`src/common/imager_ctrl_pkg.sv`:
```
/*
 * Shared constants and types for the imager mode, pause and gain-select logic.
 * Assumes one system clock and an 8-bit register port with reads answered one cycle later.
 */
// Function
// - Master with hold bit waits hold-low before readout
// - Hold bit 0 reads at once, 1 pauses
// - Role select low is master, high slave
// - Master drives row and column address outputs
// - Four select pins form gain/offset table code in slave; master takes it from the ctrl0 register
// - After reset gain unity, offset zero
// - Reset low returns control state to defaults
`default_nettype none

package imager_ctrl_pkg;

    // ----------------------------------------------------------------
    // Array geometry and register port widths
    // ----------------------------------------------------------------
    localparam int ROW_W = 11;
    localparam int COL_W = 11;
    localparam int ROWS = 1026;
    localparam int COLS = 1026;
    localparam int ADDR_W = 4;
    localparam int DATA_W = 8;
    localparam int CODE_W = 4;

    // ----------------------------------------------------------------
    // Register indexes and fields
    // ----------------------------------------------------------------
    localparam logic [ADDR_W-1:0] REG_CTRL0_ADDR = 4'h0;
    localparam logic [ADDR_W-1:0] REG_CTRL1_ADDR = 4'h1;
    localparam logic [ADDR_W-1:0] REG_STATUS_ADDR = 4'h2;
    localparam int CTRL1_RUN_BIT = 0;
    localparam int CTRL1_HOLD_BIT = 7;
    localparam logic [DATA_W-1:0] CTRL1_RESET = 8'h01;
    localparam logic [CODE_W-1:0] CODE_UNITY = 4'h0;
    localparam logic [DATA_W-1:0] DATA_ZERO = 8'h00;

    // ----------------------------------------------------------------
    // Types
    // ----------------------------------------------------------------
    typedef enum logic [1:0] {ST_IDLE, ST_XFER, ST_WAIT, ST_READ} scan_e;

    typedef struct packed {
        logic role;
        logic hold;
        logic [CODE_W-1:0] code;
        logic [ROW_W-1:0] row;
        logic [COL_W-1:0] col;
    } pins_s;

    typedef struct packed {
        scan_e st;
        logic [ROW_W-1:0] row;
        logic [COL_W-1:0] col;
        logic drive;
        logic [CODE_W-1:0] code;
        logic [CODE_W-1:0] ctrl0;
        logic [DATA_W-1:0] ctrl1;
        logic xfer;
        logic busy;
        logic [DATA_W-1:0] rdata;
    } core_s;

endpackage

`default_nettype wire

```
`src/design/pin_sync.sv`:
```
/*
 * Two-stage synchroniser for a vector of pin levels.
 * Assumes each bit is a level that stays put for several clocks; a multi-bit bus
 * must be held stable by its driver, since bits may land one cycle apart.
 */
`default_nettype none

module pin_sync #(
    parameter int W = 8
) (
    input wire logic clk_in,
    input wire logic rst_n_in,
    input wire logic [W-1:0] din_in,
    output logic [W-1:0] dout_out
);

    typedef struct packed {
        logic [W-1:0] s1;
        logic [W-1:0] s2;
    } sync_s;

    sync_s r;
    sync_s nxt;

    // ----------------------------------------------------------------
    // Two flops; the first is read only by the second
    // ----------------------------------------------------------------
    always_comb begin
        nxt = r;
        nxt.s1 = din_in;
        nxt.s2 = r.s1;
    end

    // Flop stage
    always_ff @(posedge clk_in or negedge rst_n_in) begin
        if (!rst_n_in) begin
            r <= '0;
        end else begin
            r <= nxt;
        end
    end

    assign dout_out = r.s2;

    // ----------------------------------------------------------------
    // Checks
    // ----------------------------------------------------------------
    property p_sync_high;
        @(posedge clk_in) disable iff (!rst_n_in)
        din_in[0] [*3] |-> dout_out[0];
    endproperty
    a_sync_high: assert property (p_sync_high) else $error("sync did not pass a high level");

    property p_sync_low;
        @(posedge clk_in) disable iff (!rst_n_in)
        (!din_in[0]) [*3] |-> !dout_out[0];
    endproperty
    a_sync_low: assert property (p_sync_low) else $error("sync did not pass a low level");

endmodule // pin_sync

`default_nettype wire

```
`src/design/imager_mode_pause_gain_select.sv`:
```
/*
 * Readout controller core: master/slave role, transfer and pause sequencing,
 * pixel address scan or pickup, and gain/offset code selection.
 * Assumes all pins are asynchronous levels and the register port shares the clock.
 */
// Chosen here: the plain strobed port and the placing of the registers.
`default_nettype none

module imager_mode_pause_gain_select #(
    parameter int ROWS = imager_ctrl_pkg::ROWS,
    parameter int COLS = imager_ctrl_pkg::COLS
) (
    input wire logic CLK_SYS_IN,
    input wire logic RST_N_IN,
    input wire logic ROLE_SLAVE_IN,
    input wire logic HOLD_N_IN,
    input wire logic AMP_SELECT_HI_IN,
    input wire logic AMP_SELECT_LO_IN,
    input wire logic LEVEL_SHIFT_HI_IN,
    input wire logic LEVEL_SHIFT_LO_IN,
    input wire logic [imager_ctrl_pkg::ROW_W-1:0] ROW_ADDR_IN,
    input wire logic [imager_ctrl_pkg::COL_W-1:0] COL_ADDR_IN,
    input wire logic [imager_ctrl_pkg::ADDR_W-1:0] REG_ADDR_IN,
    input wire logic [imager_ctrl_pkg::DATA_W-1:0] REG_WDATA_IN,
    input wire logic REG_WR_IN,
    input wire logic REG_RD_IN,
    output logic [imager_ctrl_pkg::ROW_W-1:0] ROW_ADDR_OUT,
    output logic ROW_ADDR_OE_OUT,
    output logic [imager_ctrl_pkg::COL_W-1:0] COL_ADDR_OUT,
    output logic COL_ADDR_OE_OUT,
    output logic [imager_ctrl_pkg::CODE_W-1:0] GAIN_CODE_OUT,
    output logic TRANSFER_OUT,
    output logic READOUT_OUT,
    output logic [imager_ctrl_pkg::DATA_W-1:0] REG_RDATA_OUT
);

    // ----------------------------------------------------------------
    // Pin synchronisers
    // ----------------------------------------------------------------
    localparam logic [imager_ctrl_pkg::ROW_W-1:0] ROW_LAST = imager_ctrl_pkg::ROW_W'(ROWS - 1);
    localparam logic [imager_ctrl_pkg::COL_W-1:0] COL_LAST = imager_ctrl_pkg::COL_W'(COLS - 1);

    imager_ctrl_pkg::pins_s pins_raw;
    imager_ctrl_pkg::pins_s pins;
    imager_ctrl_pkg::core_s r;
    imager_ctrl_pkg::core_s nxt;
    logic master;
    logic hold_en;

    // Pin code order: amp hi, amp lo, shift hi, shift lo
    always_comb begin
        pins_raw.role = ROLE_SLAVE_IN;
        pins_raw.hold = HOLD_N_IN;
        pins_raw.code = {AMP_SELECT_HI_IN, AMP_SELECT_LO_IN, LEVEL_SHIFT_HI_IN, LEVEL_SHIFT_LO_IN};
        pins_raw.row = ROW_ADDR_IN;
        pins_raw.col = COL_ADDR_IN;
    end

    // Every pin goes through the same two-flop stage
    pin_sync #(
        .W($bits(imager_ctrl_pkg::pins_s))
    ) u_sync (
        .clk_in(CLK_SYS_IN),
        .rst_n_in(RST_N_IN),
        .din_in(pins_raw),
        .dout_out(pins)
    );

    assign master = !pins.role;
    assign hold_en = r.ctrl1[imager_ctrl_pkg::CTRL1_HOLD_BIT];

    // ----------------------------------------------------------------
    // Next-state logic
    // ----------------------------------------------------------------

    // Scan sequencer, register writes and read answer
    always_comb begin
        nxt = r;
        nxt.xfer = 1'b0;
        nxt.drive = master;
        nxt.busy = 1'b0;

        // Sequencer; slave mode parks it in idle
        case (r.st)
            imager_ctrl_pkg::ST_IDLE: begin
                if (master && r.ctrl1[imager_ctrl_pkg::CTRL1_RUN_BIT]) begin
                    nxt.st = imager_ctrl_pkg::ST_XFER;
                    nxt.xfer = 1'b1;
                end
            end
            imager_ctrl_pkg::ST_XFER: begin
                if (!master) begin
                    nxt.st = imager_ctrl_pkg::ST_IDLE;
                end else if (hold_en) begin
                    nxt.st = imager_ctrl_pkg::ST_WAIT;
                end else begin
                    nxt.st = imager_ctrl_pkg::ST_READ;
                    nxt.row = '0;
                    nxt.col = '0;
                    nxt.busy = 1'b1;
                end
            end
            imager_ctrl_pkg::ST_WAIT: begin
                // Only the synchronised copy is read, so a slow edge cannot split the decision
                if (!master) begin
                    nxt.st = imager_ctrl_pkg::ST_IDLE;
                end else if (!pins.hold) begin
                    nxt.st = imager_ctrl_pkg::ST_READ;
                    nxt.row = '0;
                    nxt.col = '0;
                    nxt.busy = 1'b1;
                end
            end
            imager_ctrl_pkg::ST_READ: begin
                nxt.busy = 1'b1;
                if (!master) begin
                    nxt.st = imager_ctrl_pkg::ST_IDLE;
                    nxt.busy = 1'b0;
                end else if (r.col != COL_LAST) begin
                    nxt.col = r.col + 1'b1;
                end else if (r.row != ROW_LAST) begin
                    nxt.col = '0;
                    nxt.row = r.row + 1'b1;
                end else begin
                    nxt.st = imager_ctrl_pkg::ST_IDLE;
                    nxt.busy = 1'b0;
                end
            end
            default: begin
                nxt.st = imager_ctrl_pkg::ST_IDLE;
            end
        endcase

        // Slave: address comes from the outside bus, held stable by its driver
        if (!master) begin
            nxt.row = pins.row;
            nxt.col = pins.col;
        end

        // Code source: register in master, pins in slave
        if (master) begin
            nxt.code = r.ctrl0;
        end else begin
            nxt.code = pins.code;
        end

        // Register writes
        if (REG_WR_IN) begin
            if (REG_ADDR_IN == imager_ctrl_pkg::REG_CTRL0_ADDR) begin
                nxt.ctrl0 = REG_WDATA_IN[imager_ctrl_pkg::CODE_W-1:0];
            end else if (REG_ADDR_IN == imager_ctrl_pkg::REG_CTRL1_ADDR) begin
                nxt.ctrl1 = REG_WDATA_IN;
            end
        end

        // Read answer stands one cycle only; unmapped reads give zero
        nxt.rdata = imager_ctrl_pkg::DATA_ZERO;
        if (REG_RD_IN) begin
            if (REG_ADDR_IN == imager_ctrl_pkg::REG_CTRL0_ADDR) begin
                nxt.rdata = {{(imager_ctrl_pkg::DATA_W - imager_ctrl_pkg::CODE_W){1'b0}}, r.ctrl0};
            end else if (REG_ADDR_IN == imager_ctrl_pkg::REG_CTRL1_ADDR) begin
                nxt.rdata = r.ctrl1;
            end else if (REG_ADDR_IN == imager_ctrl_pkg::REG_STATUS_ADDR) begin
                nxt.rdata = {r.code, r.busy, pins.hold, r.st == imager_ctrl_pkg::ST_WAIT, !master};
            end
        end
    end

    // ----------------------------------------------------------------
    // State register
    // ----------------------------------------------------------------

    // Reset puts the sequencer idle, unity gain, run enabled
    always_ff @(posedge CLK_SYS_IN or negedge RST_N_IN) begin
        if (!RST_N_IN) begin
            r <= '0;
            r.code <= imager_ctrl_pkg::CODE_UNITY;
            r.ctrl0 <= imager_ctrl_pkg::CODE_UNITY;
            r.ctrl1 <= imager_ctrl_pkg::CTRL1_RESET;
            r.st <= imager_ctrl_pkg::ST_IDLE;
        end else begin
            r <= nxt;
        end
    end

    // Outputs straight from the state flops
    assign ROW_ADDR_OUT = r.row;
    assign COL_ADDR_OUT = r.col;
    assign ROW_ADDR_OE_OUT = r.drive;
    assign COL_ADDR_OE_OUT = r.drive;
    assign GAIN_CODE_OUT = r.code;
    assign TRANSFER_OUT = r.xfer;
    assign READOUT_OUT = r.busy;
    assign REG_RDATA_OUT = r.rdata;

    // ----------------------------------------------------------------
    // Checks
    // ----------------------------------------------------------------
    property p_hold_blocks;
        @(posedge CLK_SYS_IN) disable iff (!RST_N_IN)
        (r.st == imager_ctrl_pkg::ST_WAIT && master && pins.hold) |=> (r.st == imager_ctrl_pkg::ST_WAIT && !READOUT_OUT);
    endproperty
    a_hold_blocks: assert property (p_hold_blocks) else $error("readout left pause while hold high");

    property p_hold_release;
        @(posedge CLK_SYS_IN) disable iff (!RST_N_IN)
        (r.st == imager_ctrl_pkg::ST_WAIT && master && !pins.hold) |=> READOUT_OUT ##1 READOUT_OUT;
    endproperty
    a_hold_release: assert property (p_hold_release) else $error("readout did not start on hold low");

    property p_bit_mode;
        @(posedge CLK_SYS_IN) disable iff (!RST_N_IN)
        (TRANSFER_OUT && master && !hold_en) |=> (r.st == imager_ctrl_pkg::ST_READ && ROW_ADDR_OUT == '0);
    endproperty
    a_bit_mode: assert property (p_bit_mode) else $error("no immediate readout with hold bit clear");

    property p_role;
        @(posedge CLK_SYS_IN) disable iff (!RST_N_IN)
        1'b1 |=> (ROW_ADDR_OE_OUT == !$past(pins.role) && COL_ADDR_OE_OUT == ROW_ADDR_OE_OUT);
    endproperty
    a_role: assert property (p_role) else $error("address drive does not follow role");

    property p_scan_step;
        @(posedge CLK_SYS_IN) disable iff (!RST_N_IN)
        (r.st == imager_ctrl_pkg::ST_READ && master && r.col != COL_LAST) |=> COL_ADDR_OUT == $past(COL_ADDR_OUT) + 1'b1;
    endproperty
    a_scan_step: assert property (p_scan_step) else $error("column address did not advance");

    property p_code_pins;
        @(posedge CLK_SYS_IN) disable iff (!RST_N_IN)
        pins.role |=> GAIN_CODE_OUT == $past(pins.code);
    endproperty
    a_code_pins: assert property (p_code_pins) else $error("slave code does not follow pins");

    property p_unity;
        @(posedge CLK_SYS_IN)
        $rose(RST_N_IN) |-> (GAIN_CODE_OUT == imager_ctrl_pkg::CODE_UNITY);
    endproperty
    a_unity: assert property (p_unity) else $error("gain code not unity after reset");

    property p_reset;
        @(posedge CLK_SYS_IN)
        !RST_N_IN |-> (r.st == imager_ctrl_pkg::ST_IDLE && !TRANSFER_OUT && !READOUT_OUT);
    endproperty
    a_reset: assert property (p_reset) else $error("control state not default in reset");

endmodule // imager_mode_pause_gain_select

`default_nettype wire

```
`config.mk`:
```
export PLATFORM = sky130hd
export DESIGN_NAME = imager_mode_pause_gain_select
export DESIGN_NICKNAME = d
export VERILOG_FILES = /design/src/common/imager_ctrl_pkg.sv /design/src/design/pin_sync.sv /design/src/design/imager_mode_pause_gain_select.sv
export SDC_FILE = /design/constraint.sdc
export NUM_CORES = 1
export LEC_CHECK = 0
export CAP_MARGIN = 20
export CORE_MARGIN = 4
export CORE_UTILIZATION = 55
export DETAILED_ROUTE_END_ITERATION = 12
export DONT_BUFFER_PORTS = 1
export GPL_TIMING_DRIVEN = 0
export PLACE_DENSITY = 0.79
export SLEW_MARGIN = 25
export SYNTH_ARGS = -nofsm -noshare
export SYNTH_HDL_FRONTEND = slang
export SYNTH_SLANG_ARGS = --single-unit
export TNS_END_PERCENT = 1
```
`constraint.sdc`:
```
create_clock -name CLK_SYS_IN -period 3.31 [get_ports CLK_SYS_IN]
set_input_delay 0.331 -clock CLK_SYS_IN [delete_from_list [all_inputs] [get_ports CLK_SYS_IN]]
set_output_delay 0.331 -clock CLK_SYS_IN [all_outputs]
set_load 0.02 [all_outputs]
```
==> results of run 1 <==
==> power groups by stage <==
stage	sequential, mW	combinational [mW]	clock, mW
final	1.70	0.854	0.787
after global placement	1.71	0.762	0
after detailed placement	1.72	0.791	0
after floorplan	1.65	0.672	0
after CTS	1.69	0.851	0.810
after global routing	1.72	0.936	0.861
==> per-layer routing <==
layer | up-vias | GRT usage (%)
li1 | 1381 | -
met1 | 1499 | 26.60
met2 | 112 | 31.84
met3 | 13 | 6.246
met4 | 0 | 5.005
met5 | - | 0
==> cell usage after synthesis, types with 5 or more instances <==
cell type  instances  area, um2
dfrtp_1          106       2653
buf_4             35      262.8
nand2_1           35      131.4
mux2_2            17      191.4
a21oi_1           13      65.06
o21ai_0           13      65.06
nor2_1            11      41.29
nand3_1           10      50.05
clkbuf_1           9      33.78
nor4_1             9      56.30
o22ai_1            9      56.30
inv_1              8      30.03
nor3_1             8      40.04
nand4_1            7      43.79
o31a_1             6      52.55
a221o_1            5      50.05
==> flip-flops by register name, indices dropped and copies added (netlist names) <==
name             flops
TRANSFER_OUT         1
hold_en              1
COL_ADDR_OUT        11
REG_RDATA_OUT        8
READOUT_OUT          1
COL_ADDR_OE_OUT      1
u_sync.dout_out     28
ROW_ADDR_OUT        11
r                   13
GAIN_CODE_OUT        4
u_sync.nxt          28
==> what timing repair did <==
item | 4_1_cts | 5_1_grt
hold buffers | 30 | 0
endpoints found under the hold margin | 135 | 0
setup endpoints to repair | 0 | 0
==> worst max-delay path by stage <==
stage,from,end,slack (ns),cells past startpoint
final,COL_ADDR_OUT[0],ROW_ADDR_OUT[2],1.13,5
after global placement,ROW_ADDR_OUT[1],READOUT_OUT,1.22,7
after global routing,COL_ADDR_OUT[1],ROW_ADDR_OUT[2],0.94,6
after floorplan,ROW_ADDR_OUT[4],ROW_ADDR_OUT[0],1.41,4
after detailed placement,COL_ADDR_OUT[1],ROW_ADDR_OUT[2],1.16,6
after CTS,COL_ADDR_OUT[0],ROW_ADDR_OUT[2],1.14,5
==> cell families after synthesis <==
kind of cell               synth area share, %
adders and majority gates                1.133
AOI/OAI and AO/OA                        11.62
buffers and inverters                    8.073
DFF                                      60.65
and+or+nand+nor                          13.97
muxes                                    4.561
==> worst reg2reg max path: stages (launching register included) <==
cell	delay (ns)
dfrtp_1	0.50
ha_1	0.20
nor4b_4	0.27
nand4_1	0.46
nor4_1	0.48
o22ai_1	0.15
==> layout make-up <==
class | count | area share (%)
buffer | 49 | 6.435
timing repair buffer | 30 | 6.262
clock buffer | 10 | 2.712
tap | 102 | 2.515
multi-input combinational | 204 | 27.32
sequential | 107 | 52.79
clock inverter | 6 | 1.381
inverter | 8 | 0.5917
==> flow_summary.toml, run 1 <==
[critical_path]
r2r-end = "ROW_ADDR_OUT[2]"
r2r_cells = 5
slowest_delay_ns = 0.50
cp_max_fo = 10
crit_buf_inv = 0
required_ns = 3.55
ff2ff_setup_slack_ns = 1.13
slowest_stage = "dfrtp_1"
crit_family = "simple AND/OR/NAND/NOR gates"
arrival_ns = 2.42
critPathLaunchType = "register"
cp_cell_sequence = "ha_1 > nor4b_4 > nand4_1 > nor4_1 > o22ai_1"
worst_setup_path_end_kind = "register"
critical_path_class = "reg -> reg"
rr_startpoint = "COL_ADDR_OUT[0]"

[power_and_ir_drop]
pwr-share-comb_pct = 25.6
power_frac_seq_pct = 50.8
powerDensity_mw_per_mm2 = 657.9
power_switching_mw = 1.171
peakVddDrop_mv = 0.3356
p_int_mw = 2.168
total_power_mw = 3.339
power.share.switching_pct = 35.06
clock_power_share_pct = 23.6
p_leak_nw = 2.192

[worst_hold_path]
hold-path-endpoint = "REG_RDATA_OUT[3]"
worstHoldPathType = "in -> reg"
hp-start = "REG_RD_IN"
hold_depth = 2

[drt]
vias = 3005
highest_layer = "met4"
drtIter0Drc = 223
firstDrtPassIters = 5
wl_mm = 9.176
vias_per_cell = 5.824
met1_length_mm = 3.901
avgRoutedWirePerCell_um = 17.78
met3WireLength_um = 610
drcViolationCount = 0
wl_met2_mm = 4.539
ant_nets = 0

[synthesis]
yosys_warnings = 0
synth_fp_nets = 416
ys_seq_elements = 107
synth.distinct_cells = 55
yosysSeqAreaShare_pct = 60.65
syn_area_mm2 = 0.004417
synth-edff-count = 0
syn_inst = 368
synthFlopType = "dfrtp_1"
synth_area_per_cell_um2 = 12.00
synthArstFlopShare_pct = 100.0

[clock_tree]
clock_latency_ns = 0.37
clock_sinks = 107
numCtsBuffers = 9
post_cts_resized = 0
post_cts_buffers = 0
clockBufferDepth = 2
clkSlewWorstSetupHoldPaths_ns = 0.11
cts_tree = "built"
htreeDepth = 3
cts_root_buf = "clkbuf_8"

[sta]
tns_ns = 0
fin_skew_ns = 0.01338
final.setup.worst_slack_ns = 1.130
layout_min_cycle_time_ns = 2.180
finalCritPeriodShare_pct = 65.87
setup_violations = 0
fmax_ghz = 0.4587
drv_slew = 0
hold_violations = 0
hold_ws_ns = 0.09570
tightest_slew_ns = 0.8859
rsz0062_at_grt = "false"
slew_headroom_pct = 40.78

[finish]
fin_cells = 516
ff_latch_area_mm2 = 0.002679
layout_common_cells = "106 x dfrtp_1, 35 x nand2_1, 35 x buf_4"
multiInputGateArea_mm2 = 0.001386
final_common_cell = "dfrtp_1"
fillers = 568
diodes = 0
syn_to_final_growth_pct = 14.90
final_util_pct = 65.34
design_area_mm2 = 0.005075
nNetsFinal = 457
drive_above_1_share_pct = 20.05

[die]
io_pins = 82
die_x_um = 97.61
die_h_um = 97.61
num_rows = 32
die_area_mm2 = 0.009528
core_mm2 = 0.007767
initial_core_util_pct = 56.86

[placed_design]
dp_slack_ns = 1.155
port_buffers = 0
gp_congestion = 0.8783
placed_cell_area_mm2 = 0.004549
hpwlAfterDp_mm = 5.954
dpl.cell_count = 470

[global_route]
grt_pass1_wl_mm = 15.28
grt.overflow.total = 0
antenna_found_initial = 0
grt_max_degree = 108
track_usage_pct = 19.90
grt_pass1_vias = 3081

[flow_run]
drv_cap = 0

[run_status]
status = "complete, no violations"
(Power assumes the default switching activity.)
==> inputs of run 2 (changes only) <==
--- a/config.mk
+++ b/config.mk
@@ -11,7 +11,7 @@
 export DETAILED_ROUTE_END_ITERATION = 12
 export DONT_BUFFER_PORTS = 1
 export GPL_TIMING_DRIVEN = 0
-export PLACE_DENSITY = 0.79
+export PLACE_DENSITY = 0.82
 export SLEW_MARGIN = 25
 export SYNTH_ARGS = -nofsm -noshare
 export SYNTH_HDL_FRONTEND = slang
==> constraint.sdc (replaced) <==
create_clock -name CLK_SYS_IN -period 2 [get_ports CLK_SYS_IN]
set_input_delay 0.2 -clock CLK_SYS_IN [delete_from_list [all_inputs] [get_ports CLK_SYS_IN]]
set_output_delay 0.2 -clock CLK_SYS_IN [all_outputs]
set_load 0.02 [all_outputs]
==> flow_summary.toml, run 2 (same netlist as run 1, synthesis figures left out) <==
[global_route]
grt.overflow.total = 0
track_usage_pct = 20.09
antenna_found_initial = 0
grt_max_degree = 108
grt_pass1_wl_mm = 15.34
grt_pass1_vias = 3136

[finish]
layout_common_cells = "101 x dfrtp_1, 43 x buf_4, 37 x dlygate4sd3_1"
final_common_cell = "dfrtp_1"
fin_cells = 529
diodes = 0
drive_above_1_share_pct = 23.89
final_util_pct = 67.25
syn_to_final_growth_pct = 18.27
design_area_mm2 = 0.005224
fillers = 566
nNetsFinal = 470

[clock_tree]
clock_sinks = 107
numCtsBuffers = 9
cts_root_buf = "clkbuf_8"
cts_tree = "built"
htreeDepth = 3
cts_hold_buf = 37
clkSlewWorstSetupHoldPaths_ns = 0.12
clock_latency_ns = 0.38
clockBufferDepth = 2

[critical_path]
cp_max_fo = 8
required_ns = 2.24
crit_family = "simple AND/OR/NAND/NOR gates"
crit_buf_inv = 1
critical_path_class = "reg -> reg"
critPathLaunchType = "register"
cp_cell_sequence = "buf_4 > ha_1 > nand3_1 > or3_1 > a221oi_1 > o21ai_0"
slowest_delay_ns = 0.43
arrival_ns = 2.18
worst_setup_path_end_kind = "register"
slowest_stage = "or3_1"

[run_status]
status = "finished, violations left"
violations = "negative hold slack"

[die]
die_h_um = 97.61
io_pins = 82
num_rows = 32
core_mm2 = 0.007767
die_x_um = 97.61
die_area_mm2 = 0.009528
initial_core_util_pct = 56.86

[sta]
hold_ws_ns = -0.4990
tightest_slew_ns = 0.7851
rsz0062_at_grt = "true"
hold_violations = 107
drv_slew = 0
fin_skew_ns = 0.01594
layout_min_cycle_time_ns = 1.935
setup_violations = 0
finalCritPeriodShare_pct = 96.75
tns_ns = 0
slew_headroom_pct = 47.53
fmax_ghz = 0.5168
final.setup.worst_slack_ns = 0.06506

[drt]
drcViolationCount = 0
drtIter0Drc = 259
vias = 3111
avgRoutedWirePerCell_um = 17.87
firstDrtPassIters = 4
vias_per_cell = 5.881
wl_mm = 9.452
ant_nets = 0

[power_and_ir_drop]
p_leak_nw = 2.258
total_power_mw = 5.652
peakVddDrop_mv = 0.5944
powerDensity_mw_per_mm2 = 1082

[placed_design]
hpwlAfterDp_mm = 6.078
placed_cell_area_mm2 = 0.004549
port_buffers = 0
gp_congestion = 0.8673
dpl.cell_count = 470
dp_slack_ns = -0.1097

[worst_hold_path]
worstHoldPathType = "in -> async"

[flow_run]
drv_cap = 0
[run 2: metal layers]
metal  up-vias  part of all wire [%]  track usage (%)
li1       1413                     -                -
met5         -                     0                0
met4         0                   2.1            6.709
met1      1545                    39            25.17
met3        18                   7.5            5.958
met2       135                    51            33.42
[run 2: power by group]
group	switching (mW)	total [mW]	internal, mW
clock network	0.850	1.37	0.523
logic	0.816	1.47	0.658
registers	0.341	2.81	2.46
[run 2: path summary, 6_finish.rpt]
path                                 start                  end  slack (ns)  cells past startpoint
setup reg to reg           COL_ADDR_OUT[1]     COL_ADDR_OUT[10]        0.07                      6
max in group asynchronous         RST_N_IN                r[10]        2.30                      0
hold reg to reg              u_sync.nxt[8]   u_sync.dout_out[8]        0.36                      0
setup / recovery           COL_ADDR_OUT[1]     COL_ADDR_OUT[10]        0.07                      6
min in group CLK_SYS_IN     REG_ADDR_IN[0]     REG_RDATA_OUT[0]        0.06                      3
hold / removal                    RST_N_IN  u_sync.dout_out[20]       -0.50                      0
[run 2: worst reg2reg max path, cell delays in order, from the launching register on]
cell and delay [ns]:
dfrtp_2 0.37, buf_4 0.13, ha_1 0.19, nand3_1 0.24
or3_1 0.43, a221oi_1 0.32, o21ai_0 0.13
[run 2: timing repair]
item                                   in CTS  in global routing
gates resized for setup                     5                 10
endpoints found under the hold margin     155                107
buffers inserted                            5                  2
pin swaps                                   3                  4
setup endpoints to repair                  18                 25
[run 2: final cells by class]
class	instances	area [um2]	share of cell area [%]
flip-flops and latches	107	2685	51.40
well taps	102	127.6	2.443
plain buffers	48	329.1	6.299
inverters	8	30.03	0.5749
clock buffers	9	123.9	2.371
clock inverters	7	96.34	1.844
repair buffers	44	422.9	8.096
multi-input cells	204	1409	26.97
